`src/led_ctrl_pkg.sv`:
```
package led_ctrl_pkg;

  // Board clock rate and common blink period
  localparam int unsigned ClkHz = 25000000;
  localparam int unsigned BlinkPeriodMs = 1000;
  localparam int unsigned BlinkCycles = ClkHz / 1000 * BlinkPeriodMs;
  // One tenth of the blink period is the duty step
  localparam int unsigned DutyTenthCycles = BlinkCycles / 10;
  localparam logic [3:0] DutyShort = 4'h1;
  localparam logic [3:0] DutyLong = 4'h9;
  localparam logic [3:0] DutySteps = 4'hA;
  // Fail-safe amber blink uses half duty
  localparam logic [3:0] DutyHalf = 4'h5;

  // Status bit positions
  localparam int unsigned StRemoveReady = 0;
  localparam int unsigned StHealthFault = 1;
  localparam int unsigned StUpdateFreeze = 2;
  localparam int unsigned StatusWidth = 3;

  typedef enum logic [2:0] {
    UnitInactive = 3'b000,
    UnitActReq = 3'b001,
    UnitActivating = 3'b010,
    UnitActive = 3'b011,
    UnitDeactReq = 3'b100,
    UnitDeactivating = 3'b101
  } unit_state_t;

  typedef enum logic [1:0] {
    CtrlReset = 2'b00,
    CtrlStarting = 2'b01,
    CtrlRunning = 2'b10
  } ctrl_phase_t;

  typedef struct packed {
    unit_state_t unitState;
    logic outOfServiceState;
    logic healthOverride;
    logic healthOverrideGreen;
    logic healthOverrideAmber;
    logic userGreen;
    logic userAmber;
  } mgmt_cmd_t;

  typedef struct packed {
    logic removalStatusLamp;
    logic serviceFaultLamp;
    logic healthGreen;
    logic healthAmber;
    logic userGreen;
    logic userAmber;
  } lamps_t;

  localparam logic [2:0] RegStatus = 3'h0;
  localparam logic [2:0] RegMask = 3'h1;
  localparam logic [2:0] RegImage = 3'h2;

endpackage

```
`src/blade_status_led_controller.sv`:
```
// Functional notes
// - Hot-swap lamp steadily lit when safe to withdraw, dark in operation.
// - Hot-swap duty: inactive 100, activation request 90, active 0, deact 10.
// - Out-of-service lamp on while controller is in reset or starting.
// - After start-up out-of-service lamp follows controller command.
// - Outside the factory image, health lamp green when payload up, all sensors fine and no override commanded, off unpowered.
// - Outside the factory image, health lamp amber whenever any voltage or temperature sensor fails while payload power is good.
// - Health lamp blinks amber when running from factory fail-safe image.
// - Latch controller critical commands, hold them during firmware update.
// - Image choice is taken only at power-up; new image needs power cycle.
// - Jumper inserted selects the factory image.
// - User lamp green and amber driven only as the controller commands.
//
// Strobed register access and the placing of the registers are this design's own decisions.
`timescale 1ns/1ps
`default_nettype none

module blade_status_led_controller
  import led_ctrl_pkg::*;
#(
  parameter int unsigned BlinkLen = BlinkCycles
) (
  input wire logic ref_clk,
  input wire logic reset,
  input wire logic ctrlInReset,
  input wire logic ctrlStartupDone,
  input wire logic fwUpdateActive,
  input wire logic cmdStrobe,
  input wire mgmt_cmd_t cmdIn,
  input wire logic payloadPowerGood,
  input wire logic [7:0] voltageFail,
  input wire logic [7:0] tempFail,
  input wire logic image_select_jumper,
  input wire logic [2:0] regAddr,
  input wire logic [7:0] regWrData,
  input wire logic regWrite,
  input wire logic regRead,
  output logic [7:0] regRdData,
  output lamps_t lamps,
  output unit_state_t heldUnitState,
  output logic factoryImage,
  output logic irq
);

  ////////////////////////////////////////////////////////////////////////////
  logic [31:0] periodCnt_reg;
  logic [3:0] dutyStep_reg;
  logic [31:0] tenthLen;
  assign tenthLen = 32'(BlinkLen / 10);

  function automatic logic dutyOn(input logic [3:0] step,
                                  input logic [3:0] duty);
    dutyOn = step < duty;
  endfunction

  // One counter for every blink keeps all patterns phase aligned
  always_ff @(posedge ref_clk) begin
    if (reset) begin
      periodCnt_reg <= 32'h0;
      dutyStep_reg <= 4'h0;
    end else if (periodCnt_reg + 32'h1 >= tenthLen) begin
      periodCnt_reg <= 32'h0;
      dutyStep_reg <= (dutyStep_reg == DutySteps - 4'h1) ? 4'h0
                      : dutyStep_reg + 4'h1;
    end else begin
      periodCnt_reg <= periodCnt_reg + 32'h1;
    end
  end

  ////////////////////////////////////////////////////////////////////////////
  // Image choice caught once after power-up reset only
  logic imageTaken_reg;
  logic factory_reg;
  always_ff @(posedge ref_clk) begin
    if (reset) begin
      imageTaken_reg <= 1'b0;
      factory_reg <= 1'b0;
    end else if (!imageTaken_reg) begin
      imageTaken_reg <= 1'b1;
      factory_reg <= image_select_jumper;
    end
  end

  ////////////////////////////////////////////////////////////////////////////
  ctrl_phase_t phase_reg;
  always_ff @(posedge ref_clk) begin
    if (reset || ctrlInReset) begin
      phase_reg <= CtrlReset;
    end else begin
      case (phase_reg)
        CtrlReset: phase_reg <= CtrlStarting;
        CtrlStarting: begin
          if (ctrlStartupDone) begin
            phase_reg <= CtrlRunning;
          end
        end
        CtrlRunning: phase_reg <= CtrlRunning;
        default: phase_reg <= CtrlReset;
      endcase
    end
  end

  // Commands are frozen during firmware update so outputs never glitch
  mgmt_cmd_t cmd_reg;
  always_ff @(posedge ref_clk) begin
    if (reset) begin
      cmd_reg <= '{unitState: UnitInactive, default: 1'b0};
    end else if (cmdStrobe && !fwUpdateActive) begin
      cmd_reg <= cmdIn;
    end
  end

  ////////////////////////////////////////////////////////////////////////////
  logic sensorFault;
  assign sensorFault = payloadPowerGood && ((|voltageFail) || (|tempFail));

  lamps_t lampNext;
  always_comb begin
    lampNext = '0;
    case (cmd_reg.unitState)
      UnitInactive: lampNext.removalStatusLamp = 1'b1;
      UnitActReq: lampNext.removalStatusLamp = dutyOn(dutyStep_reg, DutyLong);
      UnitActivating, UnitActive: lampNext.removalStatusLamp = 1'b0;
      UnitDeactReq, UnitDeactivating:
        lampNext.removalStatusLamp = dutyOn(dutyStep_reg, DutyShort);
      default: lampNext.removalStatusLamp = 1'b0;
    endcase
    if (phase_reg != CtrlRunning) begin
      lampNext.serviceFaultLamp = 1'b1;
    end else begin
      lampNext.serviceFaultLamp = cmd_reg.outOfServiceState;
    end
    if (factory_reg) begin
      lampNext.healthAmber = dutyOn(dutyStep_reg, DutyHalf);
    end else if (!payloadPowerGood) begin
      lampNext.healthGreen = 1'b0;
    end else if (sensorFault) begin
      lampNext.healthAmber = 1'b1;
    end else if (cmd_reg.healthOverride) begin
      lampNext.healthGreen = cmd_reg.healthOverrideGreen;
      lampNext.healthAmber = cmd_reg.healthOverrideAmber;
    end else begin
      lampNext.healthGreen = 1'b1;
    end
    lampNext.userGreen = cmd_reg.userGreen;
    lampNext.userAmber = cmd_reg.userAmber;
  end

  always_ff @(posedge ref_clk) begin
    if (reset) begin
      lamps <= '{removalStatusLamp: 1'b1, serviceFaultLamp: 1'b1,
                 default: 1'b0};
      heldUnitState <= UnitInactive;
      factoryImage <= 1'b0;
    end else begin
      lamps <= lampNext;
      heldUnitState <= cmd_reg.unitState;
      factoryImage <= factory_reg;
    end
  end

  ////////////////////////////////////////////////////////////////////////////
  // Events: unit ready for removal, sensor fault, update freeze began
  logic [StatusWidth-1:0] status_reg;
  logic [StatusWidth-1:0] mask_reg;
  logic [StatusWidth-1:0] events;
  logic removeSeen_reg;
  logic faultSeen_reg;
  logic updSeen_reg;

  // Held state resets to inactive, so the removal detector must start as seen
  // or every reset would raise a false removal-ready event
  always_ff @(posedge ref_clk) begin
    if (reset) begin
      removeSeen_reg <= 1'b1;
      faultSeen_reg <= 1'b0;
      updSeen_reg <= 1'b0;
    end else begin
      removeSeen_reg <= cmd_reg.unitState == UnitInactive;
      faultSeen_reg <= sensorFault;
      updSeen_reg <= fwUpdateActive;
    end
  end

  always_comb begin
    events = '0;
    events[StRemoveReady] = (cmd_reg.unitState == UnitInactive)
                            && !removeSeen_reg;
    events[StHealthFault] = sensorFault && !faultSeen_reg;
    events[StUpdateFreeze] = fwUpdateActive && !updSeen_reg;
  end

  // A new event wins over a write-one clear in the same cycle
  always_ff @(posedge ref_clk) begin
    if (reset) begin
      status_reg <= '0;
    end else if (regWrite && regAddr == RegStatus) begin
      status_reg <= (status_reg & ~regWrData[StatusWidth-1:0]) | events;
    end else begin
      status_reg <= status_reg | events;
    end
  end

  always_ff @(posedge ref_clk) begin
    if (reset) begin
      mask_reg <= '0;
    end else if (regWrite && regAddr == RegMask) begin
      mask_reg <= regWrData[StatusWidth-1:0];
    end
  end

  always_ff @(posedge ref_clk) begin
    if (reset) begin
      irq <= 1'b0;
    end else begin
      irq <= |(status_reg & mask_reg);
    end
  end

  always_ff @(posedge ref_clk) begin
    if (reset) begin
      regRdData <= 8'h00;
    end else if (regRead) begin
      case (regAddr)
        RegStatus: regRdData <= 8'(status_reg);
        RegMask: regRdData <= 8'(mask_reg);
        RegImage: regRdData <= {7'h00, factory_reg};
        default: regRdData <= 8'h00;
      endcase
    end else begin
      regRdData <= 8'h00;
    end
  end

endmodule // blade_status_led_controller

`default_nettype wire

```
`config.mk`:
```
export PLATFORM = sky130hd
export DESIGN_NAME = blade_status_led_controller
export DESIGN_NICKNAME = d
export VERILOG_FILES = /design/src/led_ctrl_pkg.sv /design/src/blade_status_led_controller.sv
export SDC_FILE = /design/constraint.sdc
export NUM_CORES = 1
export LEC_CHECK = 0
export ABC_CLOCK_PERIOD_IN_PS = 3820
export BUFFER_PORTS_ARGS = -buffer_cell sky130_fd_sc_hd__buf_4
export CORE_ASPECT_RATIO = 0.9
export CORE_MARGIN = 2
export CORE_UTILIZATION = 40
export CTS_CLUSTER_SIZE = 28
export DETAILED_ROUTE_END_ITERATION = 10
export GPL_TIMING_DRIVEN = 0
export PLACE_DENSITY = 0.68
export SKIP_CTS_REPAIR_TIMING = 1
export SLEW_MARGIN = 40
export SYNTH_ARGS = -nofsm -noshare
export SYNTH_HDL_FRONTEND = slang
export SYNTH_SLANG_ARGS = --single-unit
```
`constraint.sdc`:
```
create_clock -name ref_clk -period 3.82 [get_ports ref_clk]
set_input_delay 0.191 -clock ref_clk [delete_from_list [all_inputs] [get_ports ref_clk]]
set_output_delay 0.191 -clock ref_clk [all_outputs]
set_load 0.01 [all_outputs]
```
# ---- Yosys cells after proc, flatten, opt, wreduce, memory -nomap -nowiden
# Index checks and enable logic that the tools add are counted.
# W data, S select, Z words.
dict set report totals {
  inputBits 46
  wordCells 86
  ff_bits 77
  output_inout_bits 19
}
dict set report classes {
  muxes 12
  order_cmp 4
  n_addsub 2
  n_reduce_logical 24
  bitwise_logic 7
  n_eq_ne 10
}
# op n
set op_table {}
lappend op_table {{$add A32 B1 Y32 const B} 1}
lappend op_table {{$ge A32 B22 Y1 const B} 1}
lappend op_table {{$reduce_or A8 Y1} 2}
lappend op_table {{$pmux W3 S3} 1}
lappend op_table {{$reduce_or A2 Y1} 4}
lappend op_table {{$logic_and A1 B1 Y1} 7}
lappend op_table {{$and A3 B3 Y3} 2}
lappend op_table {{$eq A3 B1 Y1 const B} 2}
lappend op_table {{$eq A3 B3 Y1 const B} 2}
lappend op_table {{$logic_not A3 Y1} 2}
lappend op_table {{$mux W1} 6}
lappend op_table {{$or A3 B3 Y3} 2}
lappend op_table {{$pmux W2 S3} 1}
lappend op_table {{$add A4 B1 Y4 const B} 1}
lappend op_table {{$eq A4 B4 Y1 const B} 1}
lappend op_table {{$logic_not A1 Y1} 4}
lappend op_table {{$lt A4 B1 Y1 const B} 1}
lappend op_table {{$lt A4 B3 Y1 const B} 1}
lappend op_table {{$lt A4 B4 Y1 const B} 1}
lappend op_table {{$mux W4} 1}
lappend op_table {{$ne A2 B2 Y1 const B} 2}
lappend op_table {{$reduce_or A4 Y1} 1}
lappend op_table {{$eq A3 B2 Y1 const B} 1}
lappend op_table {{$mux W3} 1}
lappend op_table {{9 further kinds} 11}

# ---- Logic depth before layout (Yosys ltp)
dict set report depth {
  depth_word 6
  mapped_depth 12
  mapped_depth_nobuf 9
}

# ---- Worst setup path before layout
# Ideal clock, no wire load.
dict set report synth_timing {
  path_type {flip-flop to flip-flop}
  start {reg periodCnt_reg[0]}
  end {reg dutyStep_reg[1]}
  path_buffers 1
  setup_time_ns 0.123
  t_arrival_ns 2.620
  period_less_slack_ns 2.743
  path_stages_with_launch 11
  required_time_ns 3.697
  slack_ns 1.077
  path_cell_list {dfxtp_1 -> ha_1 -> clkbuf_1 -> inv_1 -> or4_1 -> nor2_1 -> nor3_1 -> o2111ai_1 -> o2111ai_4 -> a21boi_2 -> mux2_1}
}
dict set report synth_via {
  elab_chain_cells 2
}
# element line
set synth_lines {}
lappend synth_lines {{from (decl)} blade_status_led_controller.sv:46} ;# logic [31:0] periodCnt_reg;
lappend synth_lines {{from (signal assigned)} blade_status_led_controller.sv:66} ;# periodCnt_reg <= periodCnt_reg + 32'h1;
lappend synth_lines {{$add A32 B1 Y32} blade_status_led_controller.sv:61} ;# end else if (periodCnt_reg + 32'h1 >= tenthLen) begin
lappend synth_lines {{$ge A32 B22 Y1} blade_status_led_controller.sv:61}
lappend synth_lines {{to (signal assigned)} blade_status_led_controller.sv:63} ;# dutyStep_reg <= (dutyStep_reg == DutySteps - 4'h1) ? 4'h0
lappend synth_lines {{to (decl)} blade_status_led_controller.sv:47} ;# logic [3:0] dutyStep_reg;
# No other way between the ends.
# A chain may end at the register's enable or synchronous reset.

# ---- Worst setup path after layout
dict set report layout_timing {
  start {reg periodCnt_reg[0]}
  end {reg dutyStep_reg[2]}
}
# Same word-level chain as after synthesis.

==> results_dict.tcl <==
set metrics [dict create \
    status "finished clean" \
    synth_xor_area_share_pct 6.05 \
    p_switching_uw 345 \
    yosys_warnings 0 \
    cts.path.max_buffers 2 \
    fin_worst_skew_ns 0.00467 \
    hpwl_um 5490 \
    clk_latency_ns 0.35 \
    p_int_uw 1140 \
    leakagePower_uw 0.00161 \
    finalCriticalPeriod_ns 3.40 \
    clk_pin_slew_worst_paths_ns 0.08 \
    final_nets 533 \
    core_mm2 0.00849 \
    cts_made_buffers 9 \
    grt_max_degree 13 \
    setup.worst_path.class "flip-flop to flip-flop" \
    synth.mux.area_fraction_pct 3.85 \
    cap_violations 0 \
    synth_fa_ha_area_share_pct 1.80 \
    grt_pass1_vias 2782 \
    synth_compound_area_share_pct 13.0 \
    min_from "image_select_jumper" \
    sw_frac_of_total_pct 23.3 \
    max_slew_margin_pct 47.6 \
    antenna_found_initial 0 \
    hold_violations 0 \
    overflow 0 \
    fillCellCount 842 \
    cp.required_ns 4.06 \
    initial_core_util_pct 40.9 \
    first_pass_iters 4 \
    cts_tree "yes" \
    pwr-share-clk_pct 39.2 \
    clock_sinks 72 \
    synth-seq-cells 72 \
    drtIter0Drc 92 \
    avgSynthCellArea_um2 8.62 \
    setup_viol_count_final 0 \
    netlist_instances 403 \
    ys_dominant_reg_cell "dfxtp_1" \
    fin_crit_sh_pct 88.9 \
    wl_per_cell_um 12.1 \
    vdd.ir_drop.worst_uv 189 \
    io_pins 65 \
    num_vias 2992 \
    seq_area_frac_synth_pct 41.5 \
    synth_top_family_by_area "simple AND/OR/NAND/NOR gates" \
    cp-end-kind "flip-flop" \
    setup_tns_ns 0 \
    rsz0062_at_grt "no" \
    tightestPinTransition_ns 0.775 \
    power.density_mw_per_mm2 347 \
    detail-route-antenna-nets 0 \
    cts_root_buf "clkbuf_8" \
    antenna_cells 0 \
    drc_errors 0 \
    io_buffers 53 \
    cp-startpoint "periodCnt_reg[0]" \
    pwr-share-seq_pct 53.4 \
    r2r_start "periodCnt_reg[0]" \
    h-tree-depth 3 \
    fmax_ghz 0.294 \
    gp_congestion 0.858 \
    layout_commonest_cell "dfxtp_1" \
    p_comb_share_pct 7.4 \
    grt_pass1_wl_um 12500 \
    maxSlewViolCount 0 \
    worstPathMaxFanout 10 \
    cp-start-kind "flip-flop" \
    netlist_area_mm2 0.00347 \
    synth_cell_types 63 \
    die_area_mm2 0.00945 \
    avgViaCountPerCell 4.94 \
    synth_top_area_share_pct 41.5 \
    final_cell_mix "72 x dfxtp_1, 60 x buf_4, 51 x nor2_1, 43 x nand2_1, 22 x a21oi_1" \
    async_reset_ff_share_pct 0 \
    yosys.area_share.simple_pct 28.7 \
    hp-class "input pin to flip-flop" \
    arrival_ns 3.63 \
    synthTopCellsByArea "dfxtp_1 41%, nor2_1 5.5%, nand2_1 4.6%, xnor2_1 4.3%, a21oi_1 3.2%" \
    synth_top_cell_by_area "dfxtp_1" \
    die_w_um 102 \
    worst-r2r-setup-slack_ns 0.42 \
    synth-edff-count 0 \
    fp-row-count 32 \
    die_h_um 92.4 \
    largest_reg_flops 32 \
    grt_usage_pct 16.4 \
    final_layout_size_suffix_gt1_share_pct 19.3 \
    finalPower_uw 1480 \
    syn_to_final_growth_pct 23.0 \
    routed_wl_um 7330 \
]
cell type report:
class                           instances  area [um^2]  area share (%)
Buffer                                 26          134            3.13
Clock buffer                           11          131            3.07
Clock inverter                          5         57.6            1.35
Inverter                               11         41.3           0.966
Multi-Input combinational cell        308         1910            44.7
Sequential cell                        72         1440            33.7
Tap cell                              119          149            3.48
Timing Repair Buffer                   54          408            9.55
worst max-delay path, stage by stage (launching register included):
cell       delay, ns
dfxtp_1         0.48
ha_1            0.19
clkbuf_1        0.30
inv_1           0.18
nor2_1          0.61
a221oi_1        0.18
a221o_1         0.41
o2111ai_1       0.14
o2111ai_4       0.22
a21oi_1         0.22
mux2_1          0.34
cell usage after synthesis (5+ instances only):
cell type  count
nor3b_1        5
a21oi_1       22
nor2_1        51
buf_2          7
ha_1           5
nand4_1       10
mux2i_1       10
nor2b_1       15
or4_1          5
nand3_1       13
and3_1         5
nand2_1       43
nor4_1        13
o21ai_0        7
clkbuf_1      10
nor3_1         9
buf_4          7
xor2_1         7
inv_1         10
nand3b_1       5
xnor2_1       17
dfxtp_1       72
logic make-up (layout without fill, tap and decap cells):
family | Yosys count | count (layout)
compound gates | 61 | 61
xor+xnor | 24 | 24
fa+ha+maj | 5 | 5
buf+inv | 37 | 107
flops | 72 | 72
mux | 13 | 13
other cells | 1 | 15
simple gates | 190 | 190
worst paths after layout:
check                                  endpoint  cells past startpoint
worst max-delay path            dutyStep_reg[2]                     10
worst min-delay path                factory_reg                      3
worst max register to register  dutyStep_reg[2]                     10
worst min register to register         lamps[4]                      1
power groups by stage:
stage	logic [uW]	registers, uW	clock network [uW]
finish	109	793	581
global route	122	796	632
CTS	110	793	599
detailed placement	109	810	0
global placement	107	809	0
floorplan	57.7	807	0
per-stage QoR:
step / cell area (um^2) / cells / util (%) / hold slack [ns] / setup slack, ns
6_report: 4270 / 606 / 50.3 / 0.0772 / 0.423
5_1_grt: 4270 / 606 / 50.3 / 0.0693 / 0.206
4_1_cts: 4260 / 605 / 50.2 / -0.0110 / 0.431
3_5_place_dp: 4070 / 589 / 48.0 / 0.368 / 0.444
3_3_place_gp: 4070 / 589 / 48.0 / 0.365 / 0.557
2_1_floorplan: 3530 / 417 / - / 0.270 / 1.08
metal layers:
layer / part of all wire, % / vias up / wire length [um] / GRT usage, %
li1: - / 1560 / - / -
met1: 48 / 1377 / 3540 / 22.5
met2: 46 / 44 / 3400 / 24.9
met3: 3.9 / 11 / 283 / 4.83
met4: 1.5 / 0 / 107 / 5.11
met5: 0 / - / 0 / 0
Power figures use the tool's default switching activity.
